===== src/hdl/fclc_map.svh =====
// Register offsets, command codes, status codes and reset values of the flash command block.
// Assumes a byte-wide register port with 12-bit register file addresses.
`ifndef FCLC_MAP_SVH
`define FCLC_MAP_SVH

`define FCLC_ADDR_CMD       12'hff8
`define FCLC_ADDR_PAGE      12'hff9

`define FCLC_CMD_UNLOCK1    8'h73
`define FCLC_CMD_UNLOCK2    8'h8c
`define FCLC_CMD_PAGE_ERASE 8'h95
`define FCLC_CMD_MASS_ERASE 8'h63
`define FCLC_CMD_GUARD_SEL  8'h5e

`define FCLC_STAT_LOCKED    6'h00
`define FCLC_STAT_FIRST     6'h01
`define FCLC_STAT_SECOND    6'h02
`define FCLC_STAT_UNLOCKED  6'h03
`define FCLC_STAT_GUARD     6'h04
`define FCLC_STAT_PROG      6'h08
`define FCLC_STAT_PERASE    6'h10
`define FCLC_STAT_MERASE    6'h20

`define FCLC_RST_PAGE       8'h00
`define FCLC_RST_GUARD      8'h00
`define FCLC_RST_RDATA      8'h00
`define FCLC_INFO_BIT       7
`define FCLC_PAGE_LSB       9

`endif


===== src/hdl/fclc_pkg.sv =====
// Types shared by the flash command block files.
// Assumes the constants header is included by the files that need numbers.
`default_nettype none

package fclc_pkg;

    // Controller sequence states.
    typedef enum {
        FCLC_LOCKED,
        FCLC_FIRST,
        FCLC_SECOND,
        FCLC_UNLOCKED,
        FCLC_GUARD_SEL,
        FCLC_PROG,
        FCLC_PERASE,
        FCLC_MERASE
    } fclc_state_e;

    // Memory size configuration of the attached flash array.
    typedef enum logic [1:0] {
        FCLC_MEM_8K = 2'h0,
        FCLC_MEM_4K = 2'h1,
        FCLC_MEM_2K = 2'h2,
        FCLC_MEM_1K = 2'h3
    } fclc_mem_e;

endpackage : fclc_pkg

`default_nettype wire


===== src/hdl/fclc_sector_check.sv =====
// Maps a program address to its sector and reports whether that sector is guarded.
// Assumes a purely combinational use on the system clock's side.
`default_nettype none

module fclc_sector_check (
    input  wire logic [15:0]       addr,
    input  wire fclc_pkg::fclc_mem_e mem_cfg,
    input  wire logic [7:0]        guard,
    output logic                   hit
);
    import fclc_pkg::*;

    logic [2:0] idx;

    // Sector size is 1024 bytes on the largest array and 512 bytes otherwise.
    always_comb begin
        unique case (mem_cfg)
            FCLC_MEM_8K: idx = addr[12:10];
            FCLC_MEM_4K: idx = addr[11:9];
            FCLC_MEM_2K: idx = {1'b0, addr[10:9]};
            FCLC_MEM_1K: idx = {2'b00, addr[9]};
        endcase
        hit = guard[idx];
    end

endmodule : fclc_sector_check

`default_nettype wire


===== src/hdl/fclc_ctrl.sv =====
// Flash command, status, page choice and sector guard registers with the unlock sequencer.
// Assumes register writes and program requests come from logic on ref_clk, one per cycle.
`include "fclc_map.svh"
`default_nettype none

module fclc_ctrl (
    input  wire logic                ref_clk,
    input  wire logic                sys_rst,
    input  wire logic [11:0]         reg_addr,
    input  wire logic                reg_wr,
    input  wire logic                reg_rd,
    input  wire logic [7:0]          reg_wdata,
    input  wire logic                debugger_path,
    output logic [7:0]               reg_rdata,
    input  wire fclc_pkg::fclc_mem_e mem_cfg,
    input  wire logic                write_enable_opt,
    input  wire logic                prog_req,
    input  wire logic [15:0]         prog_addr,
    input  wire logic                prog_dbg,
    output logic                     prog_go,
    output logic                     prog_refused,
    input  wire logic                flash_done,
    output logic                     page_erase_go,
    output logic                     mass_erase_go,
    output logic [6:0]               erase_page,
    output logic                     info_map_en
);
    import fclc_pkg::*;

    fclc_state_e state_q, state_d;
    logic [7:0]  page_q, page_d;
    logic [7:0]  guard_q, guard_d;
    logic [7:0]  rdata_q, rdata_d;
    logic        pgo_q, pgo_d;
    logic        prej_q, prej_d;
    logic        pe_q, pe_d;
    logic        me_q, me_d;
    logic        cmd_wr;
    logic        page_wr;
    logic        busy;
    logic        page_prot;
    logic        prog_prot;
    logic        prog_ok;
    logic        erase_ok;

    // Status code for each controller state; low bits of running operations read as zero.
    function automatic logic [5:0] status_of(input fclc_state_e s);
        unique case (s)
            FCLC_LOCKED:    status_of = `FCLC_STAT_LOCKED;
            FCLC_FIRST:     status_of = `FCLC_STAT_FIRST;
            FCLC_SECOND:    status_of = `FCLC_STAT_SECOND;
            FCLC_UNLOCKED:  status_of = `FCLC_STAT_UNLOCKED;
            FCLC_GUARD_SEL: status_of = `FCLC_STAT_GUARD;
            FCLC_PROG:      status_of = `FCLC_STAT_PROG;
            FCLC_PERASE:    status_of = `FCLC_STAT_PERASE;
            FCLC_MERASE:    status_of = `FCLC_STAT_MERASE;
        endcase
    endfunction : status_of

    // Access decode; the debugger qualifier travels with each write.
    assign cmd_wr  = reg_wr && (reg_addr == `FCLC_ADDR_CMD);
    assign page_wr = reg_wr && (reg_addr == `FCLC_ADDR_PAGE);
    assign busy    = (state_q == FCLC_PROG) || (state_q == FCLC_PERASE)
                     || (state_q == FCLC_MERASE);

    // Sector lookups for the active page and for the byte being programmed.
    fclc_sector_check u_page_check (
        .addr    ({page_q[6:0], 9'h000}),
        .mem_cfg (mem_cfg),
        .guard   (guard_q),
        .hit     (page_prot)
    );

    fclc_sector_check u_prog_check (
        .addr    (prog_addr),
        .mem_cfg (mem_cfg),
        .guard   (guard_q),
        .hit     (prog_prot)
    );

    // The debugger bypasses the option bit and guard; user code must hit the open page.
    assign erase_ok = debugger_path || (write_enable_opt && !page_prot);
    assign prog_ok  = prog_dbg
                      || (write_enable_opt && !prog_prot
                          && (prog_addr[15:`FCLC_PAGE_LSB] == page_q[6:0]));

    // Sequencer next state, register updates and one-cycle start pulses.
    always_comb begin
        state_d = state_q;
        page_d  = page_q;
        guard_d = guard_q;
        pgo_d   = 1'b0;
        prej_d  = 1'b0;
        pe_d    = 1'b0;
        me_d    = 1'b0;
        if (busy) begin
            // Writes are ignored while the array works; the CPU idles meanwhile.
            if (flash_done) begin
                if (state_q == FCLC_PROG) begin
                    state_d = FCLC_UNLOCKED;
                end else begin
                    state_d = FCLC_LOCKED;
                end
            end
        end else if (cmd_wr) begin
            state_d = FCLC_LOCKED;
            if (reg_wdata == `FCLC_CMD_GUARD_SEL) begin
                state_d = FCLC_GUARD_SEL;
            end else begin
                unique case (state_q)
                    FCLC_LOCKED, FCLC_GUARD_SEL: begin
                        if (reg_wdata == `FCLC_CMD_UNLOCK1) begin
                            state_d = FCLC_FIRST;
                        end
                    end
                    FCLC_FIRST: begin
                        if (reg_wdata == `FCLC_CMD_UNLOCK2) begin
                            state_d = debugger_path ? FCLC_UNLOCKED
                                                    : FCLC_SECOND;
                        end
                    end
                    FCLC_UNLOCKED: begin
                        if (reg_wdata == `FCLC_CMD_PAGE_ERASE && erase_ok) begin
                            state_d = FCLC_PERASE;
                            pe_d    = 1'b1;
                        end else if (reg_wdata == `FCLC_CMD_MASS_ERASE && debugger_path) begin
                            state_d = FCLC_MERASE;
                            me_d    = 1'b1;
                        end
                    end
                    default: begin
                        state_d = FCLC_LOCKED;
                    end
                endcase
            end
        end else if (page_wr) begin
            unique case (state_q)
                FCLC_GUARD_SEL: begin
                    // User code may only add protection; the debugger may remove it.
                    guard_d = debugger_path ? reg_wdata
                                            : (guard_q | reg_wdata);
                    state_d = FCLC_LOCKED;
                end
                FCLC_SECOND: begin
                    state_d = (reg_wdata == page_q) ? FCLC_UNLOCKED
                                                    : FCLC_LOCKED;
                end
                FCLC_UNLOCKED: begin
                    if (debugger_path) begin
                        page_d = reg_wdata;
                    end
                end
                FCLC_FIRST: begin
                    page_d  = reg_wdata;
                    state_d = FCLC_LOCKED;
                end
                default: begin
                    page_d = reg_wdata;
                end
            endcase
        end else if (prog_req && state_q == FCLC_UNLOCKED) begin
            if (prog_ok) begin
                state_d = FCLC_PROG;
                pgo_d   = 1'b1;
            end else begin
                prej_d  = 1'b1;
            end
        end
    end

    // Read data: status at the command address, guard or page choice at the shared one.
    always_comb begin
        rdata_d = rdata_q;
        if (reg_rd) begin
            if (reg_addr == `FCLC_ADDR_CMD) begin
                rdata_d = {2'b00, status_of(state_q)};
            end else if (reg_addr == `FCLC_ADDR_PAGE) begin
                rdata_d = (state_q == FCLC_GUARD_SEL) ? guard_q : page_q;
            end else begin
                rdata_d = `FCLC_RST_RDATA;
            end
        end
    end

    // All state clears on reset; guard bits otherwise clear only on a debugger write in guard select.
    always_ff @(posedge ref_clk or posedge sys_rst) begin
        if (sys_rst) begin
            state_q <= FCLC_LOCKED;
            page_q  <= `FCLC_RST_PAGE;
            guard_q <= `FCLC_RST_GUARD;
            rdata_q <= `FCLC_RST_RDATA;
            pgo_q   <= 1'b0;
            prej_q  <= 1'b0;
            pe_q    <= 1'b0;
            me_q    <= 1'b0;
        end else begin
            state_q <= state_d;
            page_q  <= page_d;
            guard_q <= guard_d;
            rdata_q <= rdata_d;
            pgo_q   <= pgo_d;
            prej_q  <= prej_d;
            pe_q    <= pe_d;
            me_q    <= me_d;
        end
    end

    // Outputs all come straight from flip-flops.
    assign reg_rdata     = rdata_q;
    assign prog_go       = pgo_q;
    assign prog_refused  = prej_q;
    assign page_erase_go = pe_q;
    assign mass_erase_go = me_q;
    assign erase_page    = page_q[6:0];
    assign info_map_en   = page_q[`FCLC_INFO_BIT];
endmodule : fclc_ctrl

`default_nettype wire


===== config.mk =====
export PLATFORM = sky130hd
export DESIGN_NAME = fclc_ctrl
export DESIGN_NICKNAME = d
export VERILOG_FILES = /design/src/hdl/fclc_pkg.sv /design/src/hdl/fclc_sector_check.sv /design/src/hdl/fclc_ctrl.sv
export VERILOG_INCLUDE_DIRS = /design/src /design/src/hdl
export SDC_FILE = /design/constraint.sdc
export NUM_CORES = 1
export LEC_CHECK = 0
export BUFFER_PORTS_ARGS = -buffer_cell sky130_fd_sc_hd__buf_2
export CAP_MARGIN = 20
export CORE_MARGIN = 2
export CORE_UTILIZATION = 50
export DETAILED_ROUTE_END_ITERATION = 7
export PLACE_DENSITY_LB_ADDON = 0.05
export SLEW_MARGIN = 20
export SYNTH_ARGS = -nofsm -noshare
export SYNTH_HDL_FRONTEND = slang
export SYNTH_SLANG_ARGS = --single-unit

===== constraint.sdc =====
create_clock -name ref_clk -period 2.3 [get_ports ref_clk]
set_input_delay 0.345 -clock ref_clk [delete_from_list [all_inputs] [get_ports ref_clk]]
set_output_delay 0.345 -clock ref_clk [all_outputs]
set_load 0.02 [all_outputs]

* Word-level counts from Yosys, hierarchy flattened *
Cells that the tools add are included.

cells by class
  reductions and logical operators = 24
  mux-type cells = 50
  bitwise operators = 4
  order comparisons = 2
  eq/ne operators = 27

operators with widths
  operator                                                                      number
  32-bit 2-to-1 mux                                                             7
  32-bit by 3-bit equality test with 1-bit output, second input constant        5
  32-bit by 4-bit equality test with 1-bit output, second input constant        4
  32-bit case mux with 3 select lines                                           1
  32-bit by 2-bit equality test with 1-bit output, second input constant        2
  32-bit case mux with 2 select lines                                           1
  6-bit case mux with 8 select lines                                            1
  8-bit 2-to-1 mux                                                              5
  32-bit by 1-bit equality test with 1-bit output, second input constant        1
  32-bit zero test                                                              1
  1-bit 2-to-1 mux                                                              25
  12-bit equality test, second input constant                                   2
  8-bit by 7-bit equality test with 1-bit output, second input constant         3
  3-bit case mux with 4 select lines                                            2
  8-bit equality test, second input constant                                    2
  8-bit case mux with 2 select lines                                            1
  8-bit equality test                                                           1
  1-bit logical AND                                                             8
  3-bit by 4-bit less-than comparator with 1-bit output, second input constant  2
  8-bit OR                                                                      1
  4-bit AND reduction                                                           2
  4-bit nonzero test                                                            2
  7-bit equality test                                                           1
  1-bit binary-select mux with 3-bit select                                     2
  other kinds (12)                                                              25

word-level totals
  flip-flop bits (word level) = 60
  logic and storage cells = 115

* Longest topological paths before layout *
  depth in word-level cells = 13
  depth in mapped cells = 9
  depth with buffers taken out = 7

* Modules after synthesis *
Synthesis repeated with hierarchy kept, for this count alone.

unflattened totals
  cells, all modules = 253
  area, all modules = 2,417.3 µm²

by module, submodules not included
  module             cells each  times used  area an instance (µm²)
  fclc_ctrl          191         1           1,959.4
  fclc_sector_check  31          2           229.0

* Worst setup path before layout *
Ideal clock, no wire load.

  path kind = register -> register
  start point = register page_q[1]
  end point = register state_q[2]
  slack = 276 ps
  cell stages (with the launch flop) = 8
  buffers on the path = 0
  arrival time = 1,932 ps
  cells stage by stage = dfrtp_1 -> or3b_4 -> and3_1 -> o32a_1 -> o221ai_2 -> a21o_2 -> a21oi_2 -> o31ai_2

on the way
  cells in the longest elaborated chain, start to end = 12
  elaborated cells between the ends (all ways) = 17
  those cells by class = 1 x eq/ne; 8 x mux; 8 x reduce/logical

RTL lines
  item                                       RTL line                 text
  start, declared                            fclc_ctrl.sv:31          logic [7:0] page_q, page_d;
  start signal, assigned                     fclc_ctrl.sv:189         page_q <= `FCLC_RST_PAGE;
  start signal, assigned                     fclc_ctrl.sv:198         page_q <= page_d;
  3-bit case mux with 4 select lines         fclc_sector_check.sv:17  unique case (mem_cfg)
  1-bit binary-select mux with 3-bit select  fclc_sector_check.sv:23  hit = guard[idx];
  1-bit 2-to-1 mux (not written as such)     fclc_sector_check.sv:23
  1-bit zero test                            fclc_ctrl.sv:82          assign erase_ok = debugger_path || (write_enable_opt && !page_prot);
  1-bit logical AND                          fclc_ctrl.sv:82
  1-bit logical OR                           fclc_ctrl.sv:82
  1-bit logical AND                          fclc_ctrl.sv:123         if (reg_wdata == `FCLC_CMD_PAGE_ERASE && erase_ok) begin
  3-bit 2-to-1 mux                           fclc_ctrl.sv:123
  32-bit case mux with 3 select lines        fclc_ctrl.sv:110         unique case (state_q)
  32-bit 2-to-1 mux                          fclc_ctrl.sv:107         if (reg_wdata == `FCLC_CMD_GUARD_SEL) begin
  32-bit 2-to-1 mux                          fclc_ctrl.sv:105         end else if (cmd_wr) begin
  32-bit 2-to-1 mux                          fclc_ctrl.sv:96          if (busy) begin
  end signal, assigned                       fclc_ctrl.sv:197         state_q <= state_d;
  end, declared                              fclc_ctrl.sv:30          fclc_state_e state_q, state_d;

Parallel ways exist; a longest one is shown, timed or not. The select of a mux whose other input is x is not followed.
A chain may end at the register's enable or synchronous reset.

* Final worst setup path *
Same ends and word-level chain as after synthesis.

==> impl_metrics.yaml <==
grt:
  antenna_violations_before_repair: 0
  grt_util_all_layers_pct: 26.3
  grt_pass1_vias: 2182
  pin_count_of_the_biggest_net_entering_global_routing: 32
  grt_pass1_wl_um: 10800
  gr-total-overflow: 0
placement:
  gp_congestion: 0.868
  place.port_buffers: 57
  setup_ws_pre_cts_ns: 0.0830
  placedInstanceArea_um2: 2790
  post-dp-hpwl_um: 5120
cells_and_area:
  insertedDiodeCount: 0
  drive_above_1_share_pct: 30.1
  finish.net_count: 381
  final_area_um2: 2880
  area_delta_synth_final_pct: 21.9
synthesis:
  post_synth_inst_count: 267
  synthesis.area_um2: 2360
  post_synthesis_sequential_element_count: 31
  synthesis.yosys.warnings: 0
  yosysUniqueCellTypes: 61
  most_used_dff_post_synth: "sky130_fd_sc_hd__dfrtp_1"
  postSynth.asyncResetShare_pct: 100
  synth.avg_cell_area_um2: 8.85
  post_synthesis_sequential_area_ratio_pct: 32.8
  synthesis.nets: 314
  synth_edf_count: 0
floorplanning:
  ios: 67
  core.rowCount: 25
  placeableCoreArea_um2: 4630
  design.die.area_um2: 5290
  initial_utilization_pct: 51.1
  chipWidth_um: 72.8
  fp.dieH_um: 72.8
power_and_ir_drop:
  p_seq_share_pct: 39.7
  power.switching_uw: 595
  clock_power_share_pct: 28.1
  vdd_ir_drop_max_v: 0.000325
  switching_fraction_of_total_power_pct: 36.6
  static-leakage-power_nw: 1.36
  power.density_cell_area_nw_per_um2: 565
  internal_power_summed_over_all_cells_mw: 1.03
  comb_power_share_pct: 32.2
sta:
  tightestPinTransition_ns: 0.474
  fin_skew_ns: 0.00736
  rsz0062_at_grt: "no"
  achievable-frequency_ghz: 0.495
  worst_slew_margin_rel_pct: 68.1
  final.setup.worst_slack_ns: 0.281
  post-route-period-util_pct: 87.8
  final-setup-viol-count: 0
  final_period_minus_worst_setup_slack_ns: 2.02
  hold_viol_final: 0
  setup-tns-final_ns: 0
  timing_max_transition_violations_final: 0
routing:
  drtIter0Drc: 114
  detail_route.first_pass.iterations: 4
  route.detailed.vias_per_inst: 5.96
  detail-route-antenna-nets: 0
  drc_violations_left: 0
  totalWireLength_um: 6690
  routed_len_inst_um: 17.2
  detailroute.via_count: 2319
clocking:
  clock_path_buffers: 2
  tritoncts_num_sinks: 31
  hold_buffers: 0
  cts_buf_count: 5
  cts.repair.resized: 0
  clk_latency_ns: 0.28
  tritoncts: "built"
  worst_setup_hold_path_clk_slew_ns: 0.08
  root_buffer: "sky130_fd_sc_hd__clkbuf_8"
  h-tree-depth: 2
  cts_setup_buffers: 0
job:
  maxCapViolations: 0
setup_path:
  worst-path-max-fanout: 4
  critical_path_class: "reg2reg"
  critical_path.cell_chain: "or3b_4 > and3_1 > o32a_1 > o221ai_2 > a21o_2 > a21oi_2 > o31ai_2"
  crit_path_max_incr_delay_ns: 0.43
  timing.critical_path.slowest_stage_cell: "sky130_fd_sc_hd__dfrtp_1"
  required_ns: 2.50
  timing.critical_path.from_type: "flop"
  timing.critical_path.arrival_ns: 2.22
  reg2reg_slack_ns: 0.28
  critPathCaptureType: "flop"
run_status:
  outcome: "completed"
worst_hold_path:
  hold_path_class: "in2async"
==> final cells by class <==
class / count / area (um2)
Multi-Input combinational cell: 208 / 1470
Fill cell: 433 / 1750
Clock inverter: 3 / 23.8
Sequential cell: 31 / 776
Clock buffer: 5 / 68.8
Timing Repair Buffer: 77 / 435
Tap cell: 54 / 67.6
Inverter: 11 / 41.3
==> worst paths after layout <==
kind                          startpoint            end  cells after the start
min                              sys_rst   reg_rdata[7]                      3
max in group asynchronous        sys_rst      page_q[2]                      3
max                            page_q[1]     state_q[2]                      7
max reg2reg                    page_q[1]     state_q[2]                      7
min reg2reg                 reg_rdata[0]   reg_rdata[0]                      1
min in group ref_clk       debugger_path  mass_erase_go                      3
==> sequential cells by signal, indices dropped and copies added, names as in the netlist <==
register,cells
guard_q,8
page_q,8
reg_rdata,8
state_q,3
mass_erase_go,1
page_erase_go,1
prog_go,1
prog_refused,1
==> routing by layer <==
metal | wire (um) | global-route usage (%)
met1 | 3190 | 36.9
met2 | 3110 | 43.0
met3 | 288 | 3.73
met4 | 104 | 5.97
met5 | 0 | 0
==> power by group through the flow <==
stage / registers, mW / clock network [mW] / logic [mW]
6_report: 0.646 / 0.458 / 0.524
5_1_grt: 0.651 / 0.488 / 0.572
3_5_place_dp: 0.654 / 0 / 0.520
2_1_floorplan: 0.604 / 0 / 0.375
4_1_cts: 0.643 / 0.462 / 0.523
3_3_place_gp: 0.652 / 0 / 0.515
==> worst max-delay path: cells and delay by family, from the launching register on <==
kind,cells,cell delay (ns)
DFF,1,0.43
and+or+nand+nor,2,0.57
AOI/OAI and AO/OA,5,0.94
==> synth_stat cells, types with 3 or more instances <==
| library cell | instances | area, um2 |
|---|---|---|
| sky130_fd_sc_hd__o221ai_1 | 3 | 26.3 |
| sky130_fd_sc_hd__mux2i_1 | 7 | 70.1 |
| sky130_fd_sc_hd__nand2b_1 | 5 | 31.3 |
| sky130_fd_sc_hd__and3_1 | 5 | 31.3 |
| sky130_fd_sc_hd__a22o_1 | 8 | 70.1 |
| sky130_fd_sc_hd__o211ai_1 | 8 | 60.1 |
| sky130_fd_sc_hd__nand4_1 | 11 | 68.8 |
| sky130_fd_sc_hd__a221oi_1 | 3 | 26.3 |
| sky130_fd_sc_hd__nor2b_1 | 8 | 50.1 |
| sky130_fd_sc_hd__inv_1 | 11 | 41.3 |
| sky130_fd_sc_hd__nand3b_1 | 4 | 30.0 |
| sky130_fd_sc_hd__nand3_1 | 6 | 30.0 |
| sky130_fd_sc_hd__o21ai_0 | 10 | 50.1 |
| sky130_fd_sc_hd__a21oi_1 | 8 | 40.0 |
| sky130_fd_sc_hd__xnor2_1 | 14 | 123 |
| sky130_fd_sc_hd__mux2_2 | 8 | 90.1 |
| sky130_fd_sc_hd__nor2_1 | 16 | 60.1 |
| sky130_fd_sc_hd__nor3_1 | 4 | 20.0 |
| sky130_fd_sc_hd__clkbuf_1 | 12 | 45.0 |
| sky130_fd_sc_hd__dfrtp_1 | 31 | 776 |
| sky130_fd_sc_hd__o2bb2ai_1 | 5 | 43.8 |
| sky130_fd_sc_hd__nand2_1 | 24 | 90.1 |
| sky130_fd_sc_hd__buf_2 | 3 | 15.0 |
| sky130_fd_sc_hd__nor3b_1 | 4 | 30.0 |
| sky130_fd_sc_hd__nor4_1 | 3 | 18.8 |
| sky130_fd_sc_hd__mux2_1 | 3 | 33.8 |
| sky130_fd_sc_hd__xor2_1 | 3 | 26.3 |
==> logic make-up (layout without fill, tap and decap cells) <==
kind of cell | count (synthesis) | in the layout | synth area share (%)
simple gates | 103 | 103 | 24.5
compound gates | 70 | 70 | 23.1
flops | 31 | 31 | 32.8
buf+inv | 28 | 96 | 5.08
mux | 18 | 18 | 8.21
xor+xnor | 17 | 17 | 6.30
==> stage by stage <==
step | hold slack, ns | total power [mW] | utilization, % | instances
after floorplan | 0.449 | 0.979 | - | 267
after global placement | 0.444 | 1.17 | 60.2 | 381
after detailed placement | 0.458 | 1.17 | 60.2 | 381
after CTS | 0.150 | 1.63 | 62.2 | 389
after global routing | 0.169 | 1.71 | 62.2 | 389
final | 0.136 | 1.63 | 62.2 | 389
==> cells in the final DEF (no fill, tap or decap), drive strengths merged, types with 2 or more instances in the layout <==
cell / synthesis / layout
a221oi: 3 / 3
or3: 2 / 2
nor3b: 5 / 5
nor4: 3 / 3
a21boi: 2 / 2
o211a: 2 / 2
dfrtp: 31 / 31
inv: 11 / 12
nand4: 11 / 11
a22o: 8 / 8
o221ai: 4 / 4
nand3b: 4 / 4
nand4bb: 2 / 2
o21a: 2 / 2
o21ai: 11 / 11
clkbuf: 12 / 5
nor2b: 8 / 8
mux2i: 7 / 7
a22oi: 2 / 2
o2bb2ai: 5 / 5
xnor2: 14 / 14
clkinvlp: 0 / 2
and3: 5 / 5
buf: 5 / 77
nand3: 6 / 6
nor2: 16 / 16
nand2b: 5 / 5
or3b: 2 / 2
xor2: 3 / 3
a21oi: 9 / 9
and4b: 2 / 2
o211ai: 8 / 8
mux2: 11 / 11
nor3: 4 / 4
nand2: 24 / 24
(Power assumes the default switching activity.)
